## config.mk

```make
export PLATFORM = sky130hd
export DESIGN_NAME = acsr_regs
export DESIGN_NICKNAME = d
export VERILOG_FILES = /design/src/acsr_pkg.sv /design/src/acsr_meter.sv /design/src/acsr_regs.sv
export SDC_FILE = /design/constraint.sdc
export NUM_CORES = 1
export LEC_CHECK = 0
export BUFFER_PORTS_ARGS = -buffer_cell sky130_fd_sc_hd__buf_2
export CORE_MARGIN = 2
export CORE_UTILIZATION = 50
export DETAILED_ROUTE_END_ITERATION = 8
export PLACE_DENSITY = 0.71
export SYNTH_ARGS = -nofsm -noshare
export SYNTH_HDL_FRONTEND = slang
export SYNTH_HIERARCHICAL = 1
export SYNTH_SLANG_ARGS = --single-unit
```

## constraint.sdc

```tcl
create_clock -name clk -period 6.91 [get_ports clk]
set_clock_uncertainty 0.2 [all_clocks]
set_input_delay 1.382 -clock clk [delete_from_list [all_inputs] [get_ports clk]]
set_output_delay 1.382 -clock clk [all_outputs]
set_load 0.005 [all_outputs]
```

## src/acsr_pkg.sv

```systemverilog
// Shared constants and types for the converter control and status registers
package acsr_pkg;

  // ----------------------------------------------------------------
  // Register offsets
  // ----------------------------------------------------------------
  localparam logic [7:0] CTRL_OFF = 8'h1D;
  localparam logic [7:0] STAT_HI_OFF = 8'h1E;
  localparam logic [7:0] STAT_LO_OFF = 8'h1F;

  // ----------------------------------------------------------------
  // Control byte fields and reset value
  // ----------------------------------------------------------------
  localparam int CTRL_REBOOT = 7;
  localparam int CTRL_CLEAR = 6;
  localparam int CTRL_FREEZE = 5;
  localparam int CTRL_SNAP_EN = 2;
  localparam int CTRL_DRIVE_LVL = 1;
  localparam int CTRL_HALT = 0;
  localparam logic [7:0] CTRL_RESET = 8'h00;

  // ----------------------------------------------------------------
  // Timing
  // ----------------------------------------------------------------
  localparam int CLK_KHZ = 25000;
  localparam int REBOOT_DELAY_MS = 3200;
  localparam int REBOOT_CYCLES = REBOOT_DELAY_MS * CLK_KHZ;

  // ----------------------------------------------------------------
  // Serial link
  // ----------------------------------------------------------------
  // Bus address value is arbitrary
  localparam logic [6:0] DEV_ADDR = 7'h2A;
  localparam int NSYNC = 12;
  // Clock and data lines idle high, so their stages reset high
  localparam logic [NSYNC-1:0] SYNC_RESET = 12'hC00;

  // ----------------------------------------------------------------
  // Meter and fault widths
  // ----------------------------------------------------------------
  localparam int ENERGY_W = 48;
  localparam int TICK_W = 32;
  localparam int SAMPLE_W = 16;
  localparam int FAULT_W = 8;

  // ----------------------------------------------------------------
  // State types
  // ----------------------------------------------------------------
  typedef enum logic [1:0] {
    CV_IDLE = 2'h1,
    CV_RUN = 2'h2
  } acsr_conv_t;

  typedef enum logic [6:0] {
    SL_IDLE = 7'h01,
    SL_ADDR = 7'h02,
    SL_ACK_A = 7'h04,
    SL_WR = 7'h08,
    SL_ACK_W = 7'h10,
    SL_RD = 7'h20,
    SL_ACK_R = 7'h40
  } acsr_link_t;

endpackage : acsr_pkg

```

## src/acsr_meter.sv

```systemverilog
// Energy accumulator and tick counter with clear, freeze and wrap flags
`timescale 1ns/1ns
`default_nettype none
module acsr_meter #(
  parameter int E_W = acsr_pkg::ENERGY_W,
  parameter int T_W = acsr_pkg::TICK_W,
  parameter int S_W = acsr_pkg::SAMPLE_W
) (
  // Clock, reset, enable
  input wire logic clk,
  input wire logic rst_b,
  input wire logic ce,
  // Samples
  input wire logic sample_valid,
  input wire logic use_current,
  input wire logic [S_W-1:0] power_sample,
  input wire logic [S_W-1:0] current_sample,
  // Control
  input wire logic clear,
  input wire logic freeze,
  // Results
  output logic [E_W-1:0] energy,
  output logic [T_W-1:0] ticks,
  output logic energy_wrap,
  output logic tick_wrap
);

  wire [S_W-1:0] sample = use_current ? current_sample : power_sample;
  wire [E_W:0] e_sum = {1'b0, energy} + {{(E_W + 1 - S_W){1'b0}}, sample};
  wire [T_W:0] t_sum = {1'b0, ticks} + {{T_W{1'b0}}, 1'b1};
  wire step = sample_valid & ~freeze;

  always_ff @(posedge clk) begin
    if (!rst_b) begin
      energy <= '0;
      ticks <= '0;
      energy_wrap <= 1'b0;
      tick_wrap <= 1'b0;
    end else if (ce) begin
      if (clear) begin
        energy <= '0;
        ticks <= '0;
        energy_wrap <= 1'b0;
        tick_wrap <= 1'b0;
      end else if (step) begin
        energy <= e_sum[E_W-1:0];
        ticks <= t_sum[T_W-1:0];
        energy_wrap <= energy_wrap | e_sum[E_W];
        tick_wrap <= tick_wrap | t_sum[T_W];
      end
    end
  end

endmodule : acsr_meter
`default_nettype wire

```

## src/acsr_regs.sv

```systemverilog
// Converter control and status registers behind a two-wire serial slave
//
// How it works
// - Reboot bit turns pass devices off, reloads defaults, restarts after 3.2 s.
// - Clear bit holds energy accumulator and tick counter at zero while set.
// - Freeze bit stops both counters adding while set, values kept.
// - Snapshot enable plus rising fault bit requests fault and alert log store.
// - Read-only drive level flag: 0 when either gate drive above 8 V.
// - In single-shot mode each write with bit still set runs one round.
// - With single-shot clear, conversions restart continuously without host writes.
// - Status bit 7 shows pass devices enabled: commanded on and no reboot running.
// - Degraded pass device cooldown shown while that cool-down runs.
// - Shorted pass device bit set while converter sees a short.
// - Enable pin level bit follows the present pin level.
// - Output-ok bit shows output above power-good threshold.
// - Overcurrent cooldown bit set while the cool-down interval lasts.
// - Input low and input high flags follow the under and over comparators.
// - Second status byte bits 7..4 show general pins three..one and alert pin.
// - Nonvolatile busy held high through any nonvolatile write; host waits.
// - Converter idle reads 1 only when stopped in single-shot mode.
// - Tick wrap bit set once the tick counter overflows.
// - Accumulator wrap bit set once the energy accumulator overflows.
// - Tick counter adds one per accumulated conversion cycle.
// - Accumulator adds power, or current when charge metering selected.
`timescale 1ns/1ns
`default_nettype none
module acsr_regs #(
  parameter int REBOOT_CYCLES = acsr_pkg::REBOOT_CYCLES,
  parameter logic [6:0] DEV_ADDR = acsr_pkg::DEV_ADDR,
  parameter int FAULT_W = acsr_pkg::FAULT_W,
  parameter int E_W = acsr_pkg::ENERGY_W,
  parameter int T_W = acsr_pkg::TICK_W,
  parameter int S_W = acsr_pkg::SAMPLE_W
) (
  // Clock, reset, enable
  input wire logic clk,
  input wire logic rst_b,
  input wire logic ce,
  // Two-wire serial link
  input wire logic scl_in,
  input wire logic sda_in,
  output logic sda_o,
  output logic sda_oe_b,
  // Asynchronous pins and comparators
  input wire logic enable_pin,
  input wire logic gen_pin3,
  input wire logic gen_pin2,
  input wire logic gen_pin1,
  input wire logic alert_pin,
  input wire logic [1:0] gate_above_8v,
  input wire logic output_above_pg,
  input wire logic input_below_uv,
  input wire logic input_above_ov,
  // Protection logic
  input wire logic pass_on_cmd,
  input wire logic degraded_pass_cooldown,
  input wire logic pass_device_shorted,
  input wire logic overcurrent_cooldown,
  input wire logic restart_cfg,
  output logic pass_enable,
  output logic nv_reload,
  output logic restart_pulse,
  // Converter
  input wire logic conv_done,
  input wire logic [S_W-1:0] power_sample,
  input wire logic [S_W-1:0] current_sample,
  input wire logic charge_meter_sel,
  output logic conv_start,
  // Fault log and nonvolatile store
  input wire logic [FAULT_W-1:0] fault_bits,
  input wire logic nv_busy,
  output logic nv_snapshot_req,
  // Meter results
  output logic [E_W-1:0] energy_value,
  output logic [T_W-1:0] tick_value
);

  // ----------------------------------------------------------------
  // Read selection, used for the current and the next pointer
  // ----------------------------------------------------------------
  function automatic logic [7:0] read_sel(input logic [7:0] ptr, input logic [7:0] c,
                                          input logic [7:0] s1, input logic [7:0] s2);
    logic [7:0] r;
    r = 8'h00;
    if (ptr == acsr_pkg::CTRL_OFF) begin
      r = c;
    end else if (ptr == acsr_pkg::STAT_HI_OFF) begin
      r = s1;
    end else if (ptr == acsr_pkg::STAT_LO_OFF) begin
      r = s2;
    end
    return r;
  endfunction : read_sel

  // ----------------------------------------------------------------
  // Pin synchronisers
  // ----------------------------------------------------------------
  wire [acsr_pkg::NSYNC-1:0] async_in = {scl_in, sda_in, enable_pin, gen_pin3, gen_pin2, gen_pin1,
                                        alert_pin, gate_above_8v, output_above_pg, input_below_uv,
                                        input_above_ov};
  logic [acsr_pkg::NSYNC-1:0] sync_a;
  logic [acsr_pkg::NSYNC-1:0] sync_b;

  always_ff @(posedge clk) begin
    if (!rst_b) begin
      sync_a <= acsr_pkg::SYNC_RESET;
      sync_b <= acsr_pkg::SYNC_RESET;
    end else if (ce) begin
      sync_a <= async_in;
      sync_b <= sync_a;
    end
  end

  wire scl_s = sync_b[11];
  wire sda_s = sync_b[10];
  wire en_s = sync_b[9];
  wire [2:0] gpin_s = sync_b[8:6];
  wire alert_s = sync_b[5];
  wire [1:0] gate_s = sync_b[4:3];
  wire pg_s = sync_b[2];
  wire uv_s = sync_b[1];
  wire ov_s = sync_b[0];

  // ----------------------------------------------------------------
  // Register state
  // ----------------------------------------------------------------
  logic clear_bit;
  logic freeze_bit;
  logic snap_en;
  logic halt;
  logic rebooting;
  logic [31:0] reboot_cnt;
  logic snap_pending;
  logic [FAULT_W-1:0] fault_q;
  acsr_pkg::acsr_conv_t cv_state;
  logic energy_wrap;
  logic tick_wrap;
  logic wr_pulse;
  logic [7:0] wr_addr;
  logic [7:0] wr_data;

  wire drive_level_flag = ~|gate_s;
  wire adc_idle = (cv_state == acsr_pkg::CV_IDLE) & halt;
  wire nv_busy_flag = nv_busy | snap_pending;

  wire [7:0] ctrl_rd = {rebooting, clear_bit, freeze_bit, 2'b00, snap_en, drive_level_flag, halt};
  wire [7:0] stat1 = {pass_enable, degraded_pass_cooldown, pass_device_shorted, en_s,
                      pg_s, overcurrent_cooldown, uv_s, ov_s};
  wire [7:0] stat2 = {gpin_s, alert_s, nv_busy_flag, adc_idle, tick_wrap, energy_wrap};

  // Only the control offset accepts writes; status offsets drop them
  wire ctrl_wr = wr_pulse & (wr_addr == acsr_pkg::CTRL_OFF);
  wire reboot_go = ctrl_wr & wr_data[acsr_pkg::CTRL_REBOOT] & ~rebooting;
  wire ss_trigger = ctrl_wr & wr_data[acsr_pkg::CTRL_HALT] & halt;

  // ----------------------------------------------------------------
  // Control byte
  // ----------------------------------------------------------------
  always_ff @(posedge clk) begin
    if (!rst_b) begin
      clear_bit <= acsr_pkg::CTRL_RESET[acsr_pkg::CTRL_CLEAR];
      freeze_bit <= acsr_pkg::CTRL_RESET[acsr_pkg::CTRL_FREEZE];
      snap_en <= acsr_pkg::CTRL_RESET[acsr_pkg::CTRL_SNAP_EN];
      halt <= acsr_pkg::CTRL_RESET[acsr_pkg::CTRL_HALT];
    end else if (ce) begin
      if (reboot_go) begin
        clear_bit <= acsr_pkg::CTRL_RESET[acsr_pkg::CTRL_CLEAR];
        freeze_bit <= acsr_pkg::CTRL_RESET[acsr_pkg::CTRL_FREEZE];
        snap_en <= acsr_pkg::CTRL_RESET[acsr_pkg::CTRL_SNAP_EN];
        halt <= acsr_pkg::CTRL_RESET[acsr_pkg::CTRL_HALT];
      end else if (ctrl_wr) begin
        clear_bit <= wr_data[acsr_pkg::CTRL_CLEAR];
        freeze_bit <= wr_data[acsr_pkg::CTRL_FREEZE];
        snap_en <= wr_data[acsr_pkg::CTRL_SNAP_EN];
        halt <= wr_data[acsr_pkg::CTRL_HALT];
      end
    end
  end

  // ----------------------------------------------------------------
  // Reboot sequence
  // ----------------------------------------------------------------
  wire reboot_end = rebooting & (reboot_cnt == 32'h00000000);

  always_ff @(posedge clk) begin
    if (!rst_b) begin
      rebooting <= 1'b0;
      reboot_cnt <= 32'h00000000;
      nv_reload <= 1'b0;
      restart_pulse <= 1'b0;
      pass_enable <= 1'b0;
    end else if (ce) begin
      nv_reload <= reboot_go;
      restart_pulse <= reboot_end & restart_cfg;
      if (reboot_go) begin
        rebooting <= 1'b1;
        reboot_cnt <= 32'(REBOOT_CYCLES - 1);
      end else if (reboot_end) begin
        rebooting <= 1'b0;
      end else if (rebooting) begin
        reboot_cnt <= reboot_cnt - 32'h00000001;
      end
      // Pass devices are held off for the whole reboot delay
      pass_enable <= pass_on_cmd & ~rebooting & ~reboot_go;
    end
  end

  // ----------------------------------------------------------------
  // Conversion sequencing
  // ----------------------------------------------------------------
  wire cv_go = (cv_state == acsr_pkg::CV_IDLE) & (~halt | ss_trigger) & ~rebooting;
  wire cv_again = (cv_state == acsr_pkg::CV_RUN) & conv_done & ~halt & ~rebooting;
  acsr_pkg::acsr_conv_t next_cv_state;

  always_comb begin
    next_cv_state = cv_state;
    case (cv_state)
      acsr_pkg::CV_IDLE: begin
        if (cv_go) begin
          next_cv_state = acsr_pkg::CV_RUN;
        end
      end
      acsr_pkg::CV_RUN: begin
        if (conv_done & ~cv_again) begin
          next_cv_state = acsr_pkg::CV_IDLE;
        end
      end
      default: next_cv_state = acsr_pkg::CV_IDLE;
    endcase
  end

  always_ff @(posedge clk) begin
    if (!rst_b) begin
      cv_state <= acsr_pkg::CV_IDLE;
      conv_start <= 1'b0;
    end else if (ce) begin
      cv_state <= next_cv_state;
      conv_start <= cv_go | cv_again;
    end
  end

  // ----------------------------------------------------------------
  // Fault snapshot request
  // ----------------------------------------------------------------
  wire fault_rise = |(fault_bits & ~fault_q);

  always_ff @(posedge clk) begin
    if (!rst_b) begin
      fault_q <= '0;
      nv_snapshot_req <= 1'b0;
      snap_pending <= 1'b0;
    end else if (ce) begin
      fault_q <= fault_bits;
      nv_snapshot_req <= fault_rise & snap_en;
      // Busy covers the gap until the store raises its own busy; a new request wins over the clear
      if (nv_snapshot_req) begin
        snap_pending <= 1'b1;
      end else if (nv_busy) begin
        snap_pending <= 1'b0;
      end
    end
  end

  // ----------------------------------------------------------------
  // Meter
  // ----------------------------------------------------------------
  acsr_meter #(.E_W(E_W), .T_W(T_W), .S_W(S_W)) u_meter (
    .clk(clk),
    .rst_b(rst_b),
    .ce(ce),
    .sample_valid(conv_done),
    .use_current(charge_meter_sel),
    .power_sample(power_sample),
    .current_sample(current_sample),
    .clear(clear_bit),
    .freeze(freeze_bit),
    .energy(energy_value),
    .ticks(tick_value),
    .energy_wrap(energy_wrap),
    .tick_wrap(tick_wrap)
  );

  // ----------------------------------------------------------------
  // Two-wire serial slave
  // ----------------------------------------------------------------
  logic scl_q;
  logic sda_q;
  acsr_pkg::acsr_link_t sl_state;
  logic [3:0] bit_cnt;
  logic [7:0] shift_in;
  logic [7:0] shift_out;
  logic [7:0] ptr;
  logic first_byte;
  logic is_read;
  logic host_ack;
  logic pull_low;

  wire start_cond = scl_s & scl_q & sda_q & ~sda_s;
  wire stop_cond = scl_s & scl_q & ~sda_q & sda_s;
  wire scl_rise = scl_s & ~scl_q;
  wire scl_fall = ~scl_s & scl_q;
  wire [7:0] ptr_next = ptr + 8'h01;
  // Status is sampled here, at the fall that starts the byte
  wire [7:0] rd_now = read_sel(ptr, ctrl_rd, stat1, stat2);
  wire [7:0] rd_next = read_sel(ptr_next, ctrl_rd, stat1, stat2);
  wire addr_hit = (shift_in[7:1] == DEV_ADDR);

  assign sda_o = 1'b0;
  assign sda_oe_b = ~pull_low;

  always_ff @(posedge clk) begin
    if (!rst_b) begin
      scl_q <= 1'b1;
      sda_q <= 1'b1;
    end else if (ce) begin
      scl_q <= scl_s;
      sda_q <= sda_s;
    end
  end

  always_ff @(posedge clk) begin
    if (!rst_b) begin
      sl_state <= acsr_pkg::SL_IDLE;
      bit_cnt <= 4'h0;
      shift_in <= 8'h00;
      shift_out <= 8'h00;
      ptr <= 8'h00;
      first_byte <= 1'b0;
      is_read <= 1'b0;
      host_ack <= 1'b0;
      pull_low <= 1'b0;
      wr_pulse <= 1'b0;
      wr_addr <= 8'h00;
      wr_data <= 8'h00;
    end else if (ce) begin
      wr_pulse <= 1'b0;
      if (start_cond) begin
        sl_state <= acsr_pkg::SL_ADDR;
        bit_cnt <= 4'h0;
        pull_low <= 1'b0;
      end else if (stop_cond) begin
        sl_state <= acsr_pkg::SL_IDLE;
        pull_low <= 1'b0;
      end else if (scl_rise) begin
        if ((sl_state == acsr_pkg::SL_ADDR) || (sl_state == acsr_pkg::SL_WR)) begin
          shift_in <= {shift_in[6:0], sda_s};
          bit_cnt <= bit_cnt + 4'h1;
        end
        if (sl_state == acsr_pkg::SL_ACK_R) begin
          host_ack <= ~sda_s;
        end
      end else if (scl_fall) begin
        case (sl_state)
          acsr_pkg::SL_ADDR: begin
            if (bit_cnt == 4'h8) begin
              if (addr_hit) begin
                sl_state <= acsr_pkg::SL_ACK_A;
                is_read <= shift_in[0];
                pull_low <= 1'b1;
              end else begin
                sl_state <= acsr_pkg::SL_IDLE;
              end
            end
          end
          acsr_pkg::SL_ACK_A: begin
            bit_cnt <= 4'h0;
            if (is_read) begin
              sl_state <= acsr_pkg::SL_RD;
              pull_low <= ~rd_now[7];
              shift_out <= {rd_now[6:0], 1'b1};
              bit_cnt <= 4'h1;
            end else begin
              sl_state <= acsr_pkg::SL_WR;
              first_byte <= 1'b1;
              pull_low <= 1'b0;
            end
          end
          acsr_pkg::SL_WR: begin
            if (bit_cnt == 4'h8) begin
              sl_state <= acsr_pkg::SL_ACK_W;
              pull_low <= 1'b1;
              first_byte <= 1'b0;
              if (first_byte) begin
                ptr <= shift_in;
              end else begin
                wr_pulse <= 1'b1;
                wr_addr <= ptr;
                wr_data <= shift_in;
                ptr <= ptr_next;
              end
            end
          end
          acsr_pkg::SL_ACK_W: begin
            sl_state <= acsr_pkg::SL_WR;
            bit_cnt <= 4'h0;
            pull_low <= 1'b0;
          end
          acsr_pkg::SL_RD: begin
            if (bit_cnt == 4'h8) begin
              sl_state <= acsr_pkg::SL_ACK_R;
              pull_low <= 1'b0;
            end else begin
              pull_low <= ~shift_out[7];
              shift_out <= {shift_out[6:0], 1'b1};
              bit_cnt <= bit_cnt + 4'h1;
            end
          end
          acsr_pkg::SL_ACK_R: begin
            if (host_ack) begin
              sl_state <= acsr_pkg::SL_RD;
              ptr <= ptr_next;
              pull_low <= ~rd_next[7];
              shift_out <= {rd_next[6:0], 1'b1};
              bit_cnt <= 4'h1;
            end else begin
              sl_state <= acsr_pkg::SL_IDLE;
              pull_low <= 1'b0;
            end
          end
          default: begin
            pull_low <= 1'b0;
          end
        endcase
      end
    end
  end

endmodule : acsr_regs
`default_nettype wire

```

# ---- Yosys cells after proc, flatten, opt, wreduce, memory -nomap -nowiden
# Index checks and enable logic that the tools add are counted.
dict set report word_totals {
  elab_cells 237
  input_bits 63
  out_inout_bits 87
  reg_bits 217
}
dict set report op_classes {
  bitwise_logic 49
  n_eq_ne 34
  reduce_logical 33
  muxes 82
  add_sub_neg 5
}
# op n
set ops {}
lappend ops {{$mux 32} 5}
lappend ops {{$mux 48} 2}
lappend ops {{$mux 8} 12}
lappend ops {{$eq 8x5->1 const B} 7}
lappend ops {{$add 48x16->49} 1}
lappend ops {{$mux 7} 7}
lappend ops {{$pmux 7 s6} 1}
lappend ops {{$mux 1} 36}
lappend ops {{$add 32x1->33 const B} 1}
lappend ops {{$logic_not 32->1} 1}
lappend ops {{$reduce_and 8->1} 4}
lappend ops {{$sub 32x1->32 const B} 1}
lappend ops {{$mux 4} 7}
lappend ops {{$and 1x1->1} 25}
lappend ops {{$pmux 8 s3} 1}
lappend ops {{$not 1->1} 17}
lappend ops {{$mux 16} 1}
lappend ops {{$ne 4x4->1 const B} 4}
lappend ops {{$pmux 4 s4} 1}
lappend ops {{$pmux 8 s2} 1}
lappend ops {{$eq 7x6->1 const B} 2}
lappend ops {{$ne 2x2->1 const B} 7}
lappend ops {{$reduce_and 7->1} 2}
lappend ops {{$reduce_bool 2->1} 7}
lappend ops {{other kinds (35)} 50}

# ---- Depth between registers and ports, before layout
# Gate-level depths: netlist of run 1.
dict set report depth {
  depth_word 12
  mapped_depth 14
  depth_no_buf 11
}

# ---- Modules after synthesis
# Netlist of run 1, hierarchy kept.
# module seq_area_each_um2 area_each_um2 cells_each n_inst
set by_module_without_submodules {}
lappend by_module_without_submodules {acsr_regs 2642.5 6855.3 826 1}
lappend by_module_without_submodules {acsr_meter 1641.6 4631.9 549 1}

# ---- Worst setup path before layout of run 1
# No wires, ideal clock.
dict set report synth_timing {
  path_type {input-to-reg}
  start {in charge_meter_sel}
  end {reg u_meter.energy[45]}
  setup_ns 0.070
  path_slack_ns 2.344
  t_required_ns 6.640
  arrival_ns 4.295
  stages 13
  path_buffers 4
  cell_sequence {clkbuf_1 buf_1 mux2_2 ha_1 buf_2 and4_1 nand4_1 a21oi_2 o31ai_4 a21o_1 buf_6 or4_1 a21oi_1}
}
dict set report synth_between {
  elab_chain_len 4
}
# element line_no
set synth_lines {}
lappend synth_lines {{start: declaration} acsr_regs.sv:67} ;# input wire logic charge_meter_sel,
lappend synth_lines {{$mux 16} acsr_meter.sv:28} ;# wire [S_W-1:0] sample = use_current ? current_sample : power_sample;
lappend synth_lines {{$add 48x16->49} acsr_meter.sv:29} ;# wire [E_W:0] e_sum = {1'b0, energy} + {{(E_W + 1 - S_W){1'b0}}, sample};
lappend synth_lines {{$mux 48} acsr_meter.sv:45} ;# end else if (step) begin
lappend synth_lines {{$mux 48} acsr_meter.sv:40} ;# if (clear) begin
lappend synth_lines {{end signal: assignment} acsr_meter.sv:46} ;# energy <= e_sum[E_W-1:0];
lappend synth_lines {{end: declaration} acsr_meter.sv:22} ;# output logic [E_W-1:0] energy,
# Every way passes these cells. The select of a mux whose other input is x is not followed.
# A chain may end at the register's enable or synchronous reset.

# ---- Worst setup path after layout of run 1
dict set report layout_timing {
  start {in charge_meter_sel}
  end {reg u_meter.energy[34]}
}
# The elaborated chain is that of the path after synthesis.

==> results of run 1 <==
-- layout by cell type, fill, tap and decap left out, types with 6 or more instances in the layout --
cell	netlist	routed
sky130_fd_sc_hd__a211oi_1	16	16
sky130_fd_sc_hd__a21boi_0	6	6
sky130_fd_sc_hd__a21o_1	9	9
sky130_fd_sc_hd__a21oi_1	103	103
sky130_fd_sc_hd__a22oi_1	10	10
sky130_fd_sc_hd__a31oi_1	10	10
sky130_fd_sc_hd__and2_1	16	16
sky130_fd_sc_hd__and3_1	10	10
sky130_fd_sc_hd__and4_1	7	7
sky130_fd_sc_hd__buf_2	7	148
sky130_fd_sc_hd__buf_4	2	9
sky130_fd_sc_hd__clkbuf_16	0	24
sky130_fd_sc_hd__clkbuf_8	1	8
sky130_fd_sc_hd__dfxtp_1	214	214
sky130_fd_sc_hd__ha_1	24	24
sky130_fd_sc_hd__inv_1	42	41
sky130_fd_sc_hd__mux2_2	16	16
sky130_fd_sc_hd__mux2i_1	64	64
sky130_fd_sc_hd__nand2_1	119	118
sky130_fd_sc_hd__nand2b_1	9	9
sky130_fd_sc_hd__nand3_1	41	41
sky130_fd_sc_hd__nand3b_1	10	10
sky130_fd_sc_hd__nand4_1	24	24
sky130_fd_sc_hd__nand4b_1	7	7
sky130_fd_sc_hd__nor2_1	167	167
sky130_fd_sc_hd__nor2b_1	16	16
sky130_fd_sc_hd__nor3_1	28	28
sky130_fd_sc_hd__nor4_1	21	21
sky130_fd_sc_hd__o211ai_1	12	12
sky130_fd_sc_hd__o21ai_0	74	74
sky130_fd_sc_hd__o22ai_1	7	7
sky130_fd_sc_hd__o31ai_1	11	11
sky130_fd_sc_hd__o41ai_1	8	8
sky130_fd_sc_hd__or3_1	20	20
sky130_fd_sc_hd__or4_1	11	11
sky130_fd_sc_hd__xnor2_1	44	44
sky130_fd_sc_hd__xor2_1	29	29
-- state kept, by name, summed over array words and instances, names as in the netlist, 2 cells and up --
| name | count |
|---|---|
| bit_cnt | 4 |
| shift_out | 8 |
| reboot_cnt | 32 |
| wr_data | 5 |
| u_meter/ticks | 32 |
| sl_state | 7 |
| cv_state | 2 |
| sync_a | 12 |
| wr_addr | 8 |
| u_meter/energy | 48 |
| shift_in | 8 |
| sync_b | 12 |
| fault_q | 8 |
| ptr | 8 |
-- path summary, 6_finish.rpt --
path / cells after the start / start / end
setup / recovery: 12 / charge_meter_sel / u_meter/energy[34]$_SDFFE_PN0P_
hold / removal: 2 / restart_pulse$_SDFFE_PN0P_ / restart_pulse$_SDFFE_PN0P_
setup reg to reg: 5 / wr_addr[5]$_SDFFE_PN0P_ / reboot_cnt[19]$_SDFFE_PN0P_
hold reg to reg: 2 / restart_pulse$_SDFFE_PN0P_ / restart_pulse$_SDFFE_PN0P_
-- per-layer routing --
layer / wire (um) / share of wire (%) / vias up / track usage (%)
li1: - / - / 5207 / -
met1: 13230 / 46 / 4852 / 30.90
met2: 13510 / 47 / 258 / 39.00
met3: 1607 / 5.5 / 51 / 3.917
met4: 627 / 2.2 / 0 / 6.640
met5: 0 / 0 / - / 0
-- kinds of logic after synthesis --
group	after synthesis
other cells	1
xor+xnor	73
fa+ha+maj	25
compound gates	324
flops	214
simple gates	549
mux	80
buf+inv	109
-- critical path, cell delays in order --
cell	delay, ps
sky130_fd_sc_hd__buf_2	330
sky130_fd_sc_hd__mux2_2	230
sky130_fd_sc_hd__ha_1	160
sky130_fd_sc_hd__inv_1	60
sky130_fd_sc_hd__fa_1	370
sky130_fd_sc_hd__nand2b_1	200
sky130_fd_sc_hd__a21o_1	200
sky130_fd_sc_hd__a211oi_2	230
sky130_fd_sc_hd__o211ai_1	360
sky130_fd_sc_hd__and2_1	440
sky130_fd_sc_hd__or4_1	520
sky130_fd_sc_hd__a21oi_1	140
-- area by class of cell --
cell class | count | share of cell area [%]
well taps | 285 | 2.710
multi-input cells | 1052 | 51.28
inverters | 43 | 1.227
repair buffers | 157 | 6.143
clock buffers | 36 | 5.515
clock inverters | 7 | 0.5611
flip-flops and latches | 214 | 32.56
-- power by group --
group	switching, W	total (W)	internal (W)
Combinational	0.000129	0.000223	0.0000940
Sequential	0.0000161	0.00127	0.00125
Clock	0.000513	0.00127	0.000761
Total	0.000659	0.00277	0.00211
-- synth_stat cells, types with 11 or more instances --
cell and number:
sky130_fd_sc_hd__o31ai_1 11, sky130_fd_sc_hd__xor2_1 29, sky130_fd_sc_hd__clkbuf_1 47, sky130_fd_sc_hd__or4_1 11, sky130_fd_sc_hd__dfxtp_1 214, sky130_fd_sc_hd__and2_1 16, sky130_fd_sc_hd__xnor2_1 44, sky130_fd_sc_hd__nor2b_1 16
sky130_fd_sc_hd__nand4_1 24, sky130_fd_sc_hd__or3_1 20, sky130_fd_sc_hd__a21oi_1 103, sky130_fd_sc_hd__ha_1 24, sky130_fd_sc_hd__nand3_1 41, sky130_fd_sc_hd__o21ai_0 74, sky130_fd_sc_hd__mux2i_1 64, sky130_fd_sc_hd__mux2_2 16
sky130_fd_sc_hd__inv_1 42, sky130_fd_sc_hd__nor3_1 28, sky130_fd_sc_hd__nor2_1 167, sky130_fd_sc_hd__o211ai_1 12, sky130_fd_sc_hd__a211oi_1 16, sky130_fd_sc_hd__nor4_1 21, sky130_fd_sc_hd__nand2_1 119
-- per-stage QoR --
step / area [sq um] / std cells / hold slack [ps] / util, %
2_1_floorplan: 11490 / 1375 / 240.3 / -
3_3_place_gp: 12360 / 1751 / 252.9 / 54.75
3_5_place_dp: 12360 / 1751 / 258.7 / 54.75
4_1_cts: 13160 / 1794 / 274.8 / 58.29
5_1_grt: 13160 / 1794 / 288.8 / 58.29
6_report: 13160 / 1794 / 273.0 / 58.29
==> impl_results.md, run 1 <==
- Outcome: completed
- Worst-case headroom to the max-slew limit: 30.92%
- First-pass GRT wire length: 47500 um
- Vias in the first global route: 9654
- Maximum achievable frequency: 0.2292 GHz
- TritonCTS buffer count: 24
- Max-capacitance violation count: 0
- Sequential element share of the synthesized area: 37.29%
- Lkg Pwr: 4.999 nW
- Fraction of registers with async set or reset after synthesis: 0%
- FF/Latch Area: 4284 sq um
- Post-Synthesis Cell Area: 11490 sq um
- Wire length after detailed routing: 28980 um
- Post-CTS Resized: 0
- Post-synthesis cell type count: 95
- Post-synthesis mux area share: 7.145%
- DIE WIDTH: 155.6 um
- 1st-iter DRT viols: 602
- Port buffer count: 148
- Number of fillers in the final layout: 2101
- Worst slack after detailed placement: 2022 ps
- Area of the die: 24200 sq um
- Average instance area after synthesis: 8.354 sq um
- Number of clock sinks seen by CTS: 214
- Count of final setup violators: 0
- Seq cells post-synth: 214
- Number of hold buffers added after cts: 0
- Number of antenna violations at the first check in global routing: 0
- Max Slew Vio Count: 0
- H-tree levels: 1
- Die boundary height: 155.6 um
- Simple-gate portion of the synthesized area: 24.56%
- Top cells by area in the synthesized netlist: sky130_fd_sc_hd__dfxtp_1 37%, sky130_fd_sc_hd__mux2i_1 5.6%, sky130_fd_sc_hd__nor2_1 5.5%, sky130_fd_sc_hd__a21oi_1 4.5%, sky130_fd_sc_hd__nand2_1 3.9%
- Number of primary I/O pins: 150
- Number of nets in the layout: 1580
- Dominant cell type by area after synthesis: sky130_fd_sc_hd__dfxtp_1
- Detailed Place HPWL: 20360 um
- CTS Root Cell: sky130_fd_sc_hd__clkbuf_16
- Synthesized-area fraction occupied by ao, oa, aoi and oai cells: 18.63%
- Area Overhead vs Synth: 14.54%
- Type of element launching the critical path: input pin
- Clock buffer depth: 3
- Core outline area: 22570 sq um
- Count of synthesis-stage warnings from yosys: 6
- Remaining design rule violation count: 0
- Path type of the worst setup path: in -> reg
- Antenna Diode Count: 0
- Placement row count: 55
- Post-synth top area share: 37.29%
- Post-synthesis adder-cell area fraction: 2.788%
- Share of the clock period used by the worst path: 63.13%
- Final setup slack of the worst path: 2548 ps
- CP max FO: 16
- Endpoints failing hold: 0
- Global-route usage over all layers: 23.24%
- Pin count of the biggest net entering global routing: 63
- Gp weighted congestion: 0.8606
- Min cycle time layout: 4362 ps
- Share of the synthesized netlist area taken by xor and xnor gates: 5.566%
- Number of nets with antenna violations after detailed routing: 0
- Class of the tightest hold or removal check: reg -> reg
- Final setup TNS: 0 ps
- Area occupied by multi-input gates: 6748 sq um
- Clock tree from TritonCTS: built
- Pre-antenna DRT Iters: 6
- Setup slack, reg-to-reg: 3550 ps
- Power per Cell Area: 210.4 nW/um^2
- Maximum VDD drop: 165.1 uV
- Number of cells produced by synthesis: 1375
- Number of nets in the synthesized netlist: 1463
- Initial Util: 50.89%
- Insertion delay of the later-clocked pin in the worst-skew pair: 530 ps
- Total power after layout: 0.002769 W
- Proportion of layout cells with a drive suffix above 1: 16.77%
- Pin slew with the least headroom to its limit: 1022 ps
- Dominant combinational cell family by area after synthesis: simple AND/OR/NAND/NOR gates
- Total global routing overflow: 0
- Wire per inst: 16.15 um
- Number of enable flip-flop cells after synthesis: 0
- Average vias per placed instance: 5.779
- Clock edge transition at the registers on the reported setup and hold paths: 60 ps
- Arr. time, crit path: 4630 ps
- Post CTS Setup Buffer Count: 0
- CP endpoint kind: register
- Unrepaired setup endpoints after global routing: false
- Main flop type after synthesis: sky130_fd_sc_hd__dfxtp_1
- Via count: 10370
- Critical path required time: 7170 ps
(Power assumes the default switching activity.)
==> run 2: changes to the inputs <==
ABC_AREA = 1   (was unset)
PLACE_DENSITY = 0.73   (was 0.71)
clock period = 3.6 ns   (was 6.91 ns; I/O delays follow)
==> run 2 against run 1 <==
  * Utilization is 0.29 points lower
  * Cell area is 10% higher
  * Sequential cell count stayed put
  * Register-to-register slack worse by 2800 ps
  * Critical endpoint is now u_meter/energy[36]$_SDFFE_PN0P_
  * Largest cell class unchanged
==> impl_results.md, run 2 <==
- Most used cells in the layout excluding fill and tap cells: 424 x sky130_fd_sc_hd__nand2_1, 279 x sky130_fd_sc_hd__nor2_1, 258 x sky130_fd_sc_hd__inv_1, 214 x sky130_fd_sc_hd__dfxtp_1, 169 x sky130_fd_sc_hd__a21oi_1 (was 214 x sky130_fd_sc_hd__dfxtp_1, 167 x sky130_fd_sc_hd__nor2_1, 148 x sky130_fd_sc_hd__buf_2, 118 x sky130_fd_sc_hd__nand2_1, 103 x sky130_fd_sc_hd__a21oi_1)
- Post-synth top area share: 33.76% (was 37.29%)
- Outcome: completed (unchanged)
- First-pass GRT wire length: 55990 um (was 47500 um)
- Min cycle time layout: 2910 ps
- Area Overhead vs Synth: 14.42% (was 14.54%)
- Top register by number of flip-flops: u_meter/energy (unchanged)
- Most used cell along the critical path: sky130_fd_sc_hd__nand2_1
- Core outline area: 25040 sq um (was 22570 sq um)
- Wire per inst: 13.88 um (was 16.15 um)
- Number of clock sinks seen by CTS: 214 (unchanged)
- Detailed Place HPWL: 25160 um (was 20360 um)
- Remaining design rule violation count: 0 (unchanged)
- Sequential element share of the synthesized area: 33.76% (was 37.29%)
- Most frequent standard cell in the layout excluding fill and tap cells: sky130_fd_sc_hd__nand2_1 (was sky130_fd_sc_hd__dfxtp_1)
- Top cells by area in the synthesized netlist: sky130_fd_sc_hd__dfxtp_1 34%, sky130_fd_sc_hd__nand2_1 13%, sky130_fd_sc_hd__nor2_1 8.3%, sky130_fd_sc_hd__inv_1 7.6%, sky130_fd_sc_hd__a21oi_1 6.7% (was sky130_fd_sc_hd__dfxtp_1 37%, sky130_fd_sc_hd__mux2i_1 5.6%, sky130_fd_sc_hd__nor2_1 5.5%, sky130_fd_sc_hd__a21oi_1 4.5%, sky130_fd_sc_hd__nand2_1 3.9%)
- Path type of the worst setup path: in -> reg (unchanged)
- Count of final setup violators: 0 (unchanged)
- Number of nets in the synthesized netlist: 2066 (was 1463)
- Number of primary I/O pins: 150 (unchanged)
- Proportion of layout cells with a drive suffix above 1: 13.41% (was 16.77%)
- Clock tree from TritonCTS: built (unchanged)
- DIE WIDTH: 163.3 um (was 155.6 um)
- Class of the tightest hold or removal check: in -> reg (was reg -> reg)
- Post-CTS Resized: 0 (unchanged)
- Die boundary height: 163.3 um (was 155.6 um)
- Pre-antenna DRT Iters: 5 (was 6)
- Number of cells produced by synthesis: 1978 (was 1375)
- Worst-case headroom to the max-slew limit: 30.57% (was 30.92%)
- 1st-iter DRT viols: 1238 (was 602)
- CP max FO: 17 (was 16)
- Fraction of registers with async set or reset after synthesis: 0% (unchanged)
- Via count: 13040 (was 10370)
- Crit path cell chain: buf_2, mux2_2, ha_1, inv_1, fa_1, o21ai_2, nand2_1, nand2_1, nand2_1, nand2_1, nand2_1, nor3_1, nor2_1 (was buf_2, mux2_2, ha_1, inv_1, fa_1, nand2b_1, a21o_1, a211oi_2, o211ai_1, and2_1, or4_1, a21oi_1)
- CTS Root Cell: sky130_fd_sc_hd__clkbuf_16 (unchanged)
- Total global routing overflow: 0 (unchanged)
- Unrepaired setup endpoints after global routing: false (unchanged)
- CP endpoint kind: register (unchanged)
- Number of nets in the layout: 2198 (was 1580)
- Max Slew Vio Count: 0 (unchanged)
- Number of nets with antenna violations after detailed routing: 0 (unchanged)
- Number of antenna violations at the first check in global routing: 0 (unchanged)
- Initial Util: 50.69% (was 50.89%)
- Antenna Diode Count: 0 (unchanged)
- Maximum VDD drop: 383.9 uV (was 165.1 uV)
- Gp weighted congestion: 0.9343 (was 0.8606)
- Wire length after detailed routing: 34090 um (was 28980 um)
- Critical path required time: 3830 ps (was 7170 ps)
- Post-Synthesis Cell Area: 12690 sq um (was 11490 sq um)
- Regs by FF count: u_meter/energy (48), reboot_cnt (32), u_meter/ticks (32) (unchanged)
- Clock edge transition at the registers on the reported setup and hold paths: 60 ps (about the same)
- Average instance area after synthesis: 6.416 sq um (was 8.354 sq um)
- H-tree levels: 1 (unchanged)
- Share of the clock period used by the worst path: 80.82%
- Global-route usage over all layers: 25.09% (was 23.24%)
- Post CTS Setup Buffer Count: 0 (unchanged)
- Number of flip-flops in the largest register: 48 (unchanged)
- Dominant cell type by area after synthesis: sky130_fd_sc_hd__dfxtp_1 (unchanged)
- Delay of the slowest critical-path stage: 430 ps (was 520 ps)
- Port buffer count: 148 (unchanged)
- Area of the die: 26670 sq um (was 24200 sq um)
- Type of element launching the critical path: input pin (unchanged)
- Power per Cell Area: 383.0 nW/um^2 (was 210.4 nW/um^2)
- Placement row count: 58 (was 55)
- Clock buffer depth: 3 (unchanged)
- Endpoints failing hold: 0 (unchanged)
- Cell with the largest stage delay on the worst path: sky130_fd_sc_hd__fa_1 (was sky130_fd_sc_hd__or4_1)
- Arr. time, crit path: 3140 ps (was 4630 ps)
- Max-capacitance violation count: 0 (unchanged)
- Average vias per placed instance: 5.307 (was 5.779)
- Seq cells post-synth: 214 (unchanged)
- Post-Route Utilization: 58.00% (was 58.29%)
- Synth cell count leaders: 424 x sky130_fd_sc_hd__nand2_1, 279 x sky130_fd_sc_hd__nor2_1, 258 x sky130_fd_sc_hd__inv_1, 214 x sky130_fd_sc_hd__dfxtp_1, 169 x sky130_fd_sc_hd__a21oi_1 (was 214 x sky130_fd_sc_hd__dfxtp_1, 167 x sky130_fd_sc_hd__nor2_1, 119 x sky130_fd_sc_hd__nand2_1, 103 x sky130_fd_sc_hd__a21oi_1, 74 x sky130_fd_sc_hd__o21ai_0)
- TritonCTS buffer count: 25 (was 24)
- Main flop type after synthesis: sky130_fd_sc_hd__dfxtp_1 (unchanged)
- Number of enable flip-flop cells after synthesis: 0 (unchanged)
- Vias in the first global route: 11690 (was 9654)
- Number of hold buffers added after cts: 0 (unchanged)
- Lkg Pwr: 6.735 nW (was 4.999 nW)
- Pin count of the biggest net entering global routing: 80 (was 63)
- Insertion delay of the later-clocked pin in the worst-skew pair: 540 ps (was 530 ps)
- Pin slew with the least headroom to its limit: 1041 ps (was 1022 ps)
- Maximum achievable frequency: 0.3437 GHz
- Count of synthesis-stage warnings from yosys: 6 (unchanged)
- Dominant cell by count in the synthesized netlist: sky130_fd_sc_hd__nand2_1 (was sky130_fd_sc_hd__dfxtp_1)
- Post-synthesis cell type count: 53 (was 95)
- Final setup TNS: 0 ps (unchanged)
==> run 2: cell count changes after synthesis, sizes merged, moves of 32 or more <==
| cell | delta |
|---|---|
| nor2 | +135 |
| nand3 | +90 |
| a21oi | +66 |
| nand2 | +320 |
| xnor2 | -32 |
| inv | +226 |
| mux2i | -63 |
| o21ai | +75 |
==> run 2: per-layer routing <==
layer	up-vias	part of all wire [%]	GRT usage, %	wire length (um)
met5	-	0	0	0
met4	0	2.6	7.039	886
met3	67	5.7	3.250	1931
met2	380	45	41.87	15480
met1	5887	46	34.01	15790
li1	6701	-	-	-
==> run 2: layout make-up <==
class	count	area, sq um
Sequential cell	214	4284
Clock inverter	10	148.9
Fill cell	2437	10520
Multi-Input combinational cell	1439	7136
Inverter	270	1013
Clock buffer	33	695.7
Timing Repair Buffer	160	830.8
Tap cell	330	412.9
==> run 2: stage by stage <==
stage / hold WS [ps] / total power [W] / setup slack [ps] / std cells / instance area [sq um]
floorplan: 229.2 / 0.002834 / 529.1 / 1978 / 12690
global placement: 241.9 / 0.002971 / 225.1 / 2413 / 13680
detailed placement: 246.4 / 0.002980 / 149.4 / 2413 / 13680
CTS: 183.8 / 0.005599 / 706.5 / 2456 / 14520
global route: 197.9 / 0.005787 / 491.9 / 2456 / 14520
finish: 196.4 / 0.005561 / 690.3 / 2456 / 14520
==> run 2: path summary, 6_finish.rpt <==
kind | slack [ps] | cells after the start | startpoint | end
max | 690 | 13 | charge_meter_sel | u_meter/energy[36]$_SDFFE_PN0P_
max reg2reg | 740 | 12 | reboot_cnt[0]$_SDFFE_PN0P_ | reboot_cnt[27]$_SDFFE_PN0P_
min | 200 | 3 | scl_in | sync_a[11]$_SDFFE_PN1P_
min reg2reg | 260 | 2 | fault_q[3]$_SDFFE_PN0P_ | fault_q[3]$_SDFFE_PN0P_
==> run 2: cell families (layout without fill, tap and decap cells) <==
family,Yosys count,count (layout),synth area share [%]
AND/OR/NAND/NOR,997,997,34.52
AO/OA/AOI/OAI,366,366,15.36
buffers and inverters,325,473,10.06
flip-flops,214,214,33.76
XOR/XNOR,34,34,2.346
adder cells (fa/ha/maj),25,25,2.524
multiplexers,16,16,1.410
other,1,1,0.02955
==> run 2: worst max-delay path: cells and delay by family <==
kind | cells | cell delay (ps)
buffers and inverters | 2 | 390
AO/OA/AOI/OAI | 1 | 210
multiplexers | 1 | 230
adder cells (fa/ha/maj) | 2 | 620
AND/OR/NAND/NOR | 7 | 930
==> run 2: report_power, final <==
part / switching [W] / total, W / internal (W) / leakage (nW)
sequential: 0.0000345 / 0.00245 / 0.00242 / 1.74
clock: 0.00105 / 0.00263 / 0.00158 / 0.416
combinational: 0.000309 / 0.000481 / 0.000172 / 4.58
total: 0.00139 / 0.00556 / 0.00417 / 6.73
==> run 3: changes to the inputs <==
ABC_AREA = 0   (was 1)
clock period = 2.5 ns   (was 3.6 ns; I/O delays follow)
==> run 3 against run 2 <==
  * Worst setup slack worse by 990 ps
  * Routed wire length is 0.24% lower
  * Final cell count down 19%
  * The flow now finishes with violations (setup timing)
  * Register-to-register slack worse by 1000 ps
  * Via count shrank 11%
  * Cell area up 7.3%
  * Largest cell class unchanged
  * Clock power up 40%
  * First-iteration DRC count down 37%
  * Hold slack lost 190 ps
  * Sequential power is 44% higher
  * Non-clock buffer count is 186 higher
  * Combinational power increased by 88%
==> impl_results.md, run 3 (synthesis results as in run 1) <==
- First-pass GRT wire length: 52830 um (was 55990 um)
- DIE WIDTH: 155.6 um (was 163.3 um)
- Critical path required time: 2760 ps (was 3830 ps)
- Share of the clock period used by the worst path: 111.9%
- Wire length after detailed routing: 34010 um (was 34090 um)
- Area of the die: 24200 sq um (was 26670 sq um)
- Failing checks: setup timing
- Via count: 11560 (was 13040)
- Clock tree from TritonCTS: built (unchanged)
- Number of antenna violations at the first check in global routing: 2 (was 0)
- Number of clock sinks seen by CTS: 214 (unchanged)
- Vias in the first global route: 10680 (was 11690)
- Power per Cell Area: 521.1 nW/um^2 (was 383.0 nW/um^2)
- Number of nets in the layout: 1769 (was 2198)
- Type of element launching the critical path: input pin (unchanged)
- Count of final setup violators: 31 (was 0)
- 1st-iter DRT viols: 775 (was 1238)
- Number of primary I/O pins: 150 (unchanged)
- Outcome: finished with violations (was completed)
- Path type of the worst setup path: in -> reg (unchanged)
- Global-route usage over all layers: 26.25% (was 25.09%)
- Number of nets with antenna violations after detailed routing: 0 (unchanged)
- Maximum VDD drop: 486.4 uV (was 383.9 uV)
- Class of the tightest hold or removal check: in -> reg (unchanged)
- Detailed Place HPWL: 23540 um (was 25160 um)
- H-tree levels: 1 (unchanged)
- Maximum achievable frequency: 0.3573 GHz
- Proportion of layout cells with a drive suffix above 1: 32.04% (was 13.41%)
- Regs by FF count: u_meter/energy (48), reboot_cnt (32), u_meter/ticks (32) (unchanged)
- Pin count of the biggest net entering global routing: 45 (was 80)
- # placed instances: 1914 (was 2413)
- Delay of the slowest critical-path stage: 330 ps (was 430 ps)
- TritonCTS buffer count: 24 (was 25)
- Placement row count: 55 (was 58)
- Arr. time, crit path: 3060 ps (was 3140 ps)
- Gp weighted congestion: 0.9035 (was 0.9343)
- Core outline area: 22570 sq um (was 25040 sq um)
- Endpoints failing hold: 0 (unchanged)
- Initial Util: 50.89% (was 50.69%)
- Lkg Pwr: 6.135 nW (was 6.735 nW)
- Area Overhead vs Synth: 35.61% (was 14.42%)
- Wire per inst: 17.14 um (was 13.88 um)
- CP max FO: 8 (was 17)
- Max Slew Vio Count: 0 (unchanged)
- Number of flip-flops in the largest register: 48 (unchanged)
- Pre-antenna DRT Iters: 5 (unchanged)
- Average vias per placed instance: 5.826 (was 5.307)
- Max-capacitance violation count: 0 (unchanged)
- Unrepaired setup endpoints after global routing: true (was false)
- Most frequent standard cell in the layout excluding fill and tap cells: sky130_fd_sc_hd__dfxtp_1 (was sky130_fd_sc_hd__nand2_1)
- Port buffer count: 148 (unchanged)
- Most used cells in the layout excluding fill and tap cells: 203 x sky130_fd_sc_hd__dfxtp_1, 172 x sky130_fd_sc_hd__buf_4, 165 x sky130_fd_sc_hd__nor2_1, 147 x sky130_fd_sc_hd__buf_2, 118 x sky130_fd_sc_hd__nand2_1 (was 424 x sky130_fd_sc_hd__nand2_1, 279 x sky130_fd_sc_hd__nor2_1, 258 x sky130_fd_sc_hd__inv_1, 214 x sky130_fd_sc_hd__dfxtp_1, 169 x sky130_fd_sc_hd__a21oi_1)
- Final setup slack of the worst path: -298.5 ps (was 690.3 ps)
- Pin slew with the least headroom to its limit: 847.2 ps (was 1041 ps)
- Count of non-filler cells in the finished layout: 1984 (was 2456)
- Crit path cell chain: buf_12, buf_8, mux2i_4, inv_2, ha_4, a21oi_2, nand4b_1, a21oi_2, o31ai_4, a21o_1, buf_6, buf_12, or3_4, a21oi_2 (was buf_2, mux2_2, ha_1, inv_1, fa_1, o21ai_2, nand2_1, nand2_1, nand2_1, nand2_1, nand2_1, nor3_1, nor2_1)
- Minimum hold slack: 11.29 ps (was 196.4 ps)
- Top register by number of flip-flops: u_meter/energy (unchanged)
- Cell with the largest stage delay on the worst path: sky130_fd_sc_hd__or3_4 (was sky130_fd_sc_hd__fa_1)
- Total global routing overflow: 0 (unchanged)
- CP endpoint kind: register (unchanged)
- Min cycle time layout: 2799 ps
- Worst-case headroom to the max-slew limit: 43.14% (was 30.57%)
- Clock edge transition at the registers on the reported setup and hold paths: 60 ps (about the same)
- Insertion delay of the later-clocked pin in the worst-skew pair: 530 ps (was 540 ps)
- Die boundary height: 155.6 um (was 163.3 um)
- Clock buffer depth: 3 (unchanged)
- CTS Root Cell: sky130_fd_sc_hd__clkbuf_16 (unchanged)
- Remaining design rule violation count: 0 (unchanged)
- Most used cell along the critical path: sky130_fd_sc_hd__a21oi_2 (was sky130_fd_sc_hd__nand2_1)
run 3: changes by cell type in the layout (fill, tap and decap cells not counted), sizes merged, moves of 63 or more:
cell / before / now
nand2: 439 / 119
o21ai: 152 / 77
mux2i: 1 / 64
nand3: 131 / 41
inv: 270 / 43
nor2: 303 / 168
buf: 160 / 343
a21oi: 170 / 104
run 3: worst paths after layout:
check / from / slack [ps] / endpoint / depth (start not counted)
max: charge_meter_sel / -300 / u_meter/energy[35]$_SDFFE_PN0P_ / 14
min: enable_pin / 10 / sync_a[9]$_SDFFE_PN0P_ / 3
max reg2reg: u_meter/energy[0]$_SDFFE_PN0P_ / -260 / u_meter/energy[34]$_SDFFE_PN0P_ / 10
min reg2reg: restart_pulse$_SDFFE_PN0P_ / 270 / restart_pulse$_SDFFE_PN0P_ / 2
run 3: critical path, delay by kind of cell:
| family | cells | cell delay, ps |
|---|---|---|
| AO/OA/AOI/OAI | 5 | 840 |
| adder cells (fa/ha/maj) | 1 | 260 |
| buffers and inverters | 5 | 560 |
| multiplexers | 1 | 250 |
| AND/OR/NAND/NOR | 2 | 630 |
run 3: report_power, final:
| group | total, W | switching [W] | internal, W |
|---|---|---|---|
| combinational | 0.000906 | 0.000459 | 0.000447 |
| clock | 0.00369 | 0.00149 | 0.00220 |
| sequential | 0.00352 | 0.0000541 | 0.00346 |
run 3: timing repair:
item	4_1_cts	5_1_grt
buffers inserted	12	13
pin swaps	50	67
hold endpoints to repair	2	0
resized for setup	61	89
hold buffers	2	0
endpoints found under the setup margin	49	86
cloned	3	0
run 3: final cells by class:
type	count	area [sq um]
inverter	43	161.4
timing repair buffer	346	2419
multi-input combinational	1052	7507
antenna	1	2.502
clock inverter	13	162.7
sequential	214	4305
fill	1744	6994
clock buffer	30	663.1
tap	285	356.6
run 3: through the flow:
stage	setup slack, ps	area (sq um)	TNS [ps]	util [%]	power [W]
2_1_floorplan	-672.6	11720	-15990	-	0.004075
3_5_place_dp	-830.2	13840	-27500	61.30	0.004396
4_1_cts	-274.4	15090	-4878	66.86	0.008096
5_1_grt	-355.6	15570	-7742	69.00	0.008397
3_3_place_gp	-765.6	13840	-25160	61.30	0.004381
6_report	-298.5	15580	-5972	69.01	0.008118
run 3: layer usage:
metal	GRT usage [%]	wire length [um]	vias to the layer above
met1	33.78	14350	5479
met3	4.861	2334	84
met2	44.84	16340	410
met5	0	13	-
met4	8.038	964	2
li1	-	-	5584
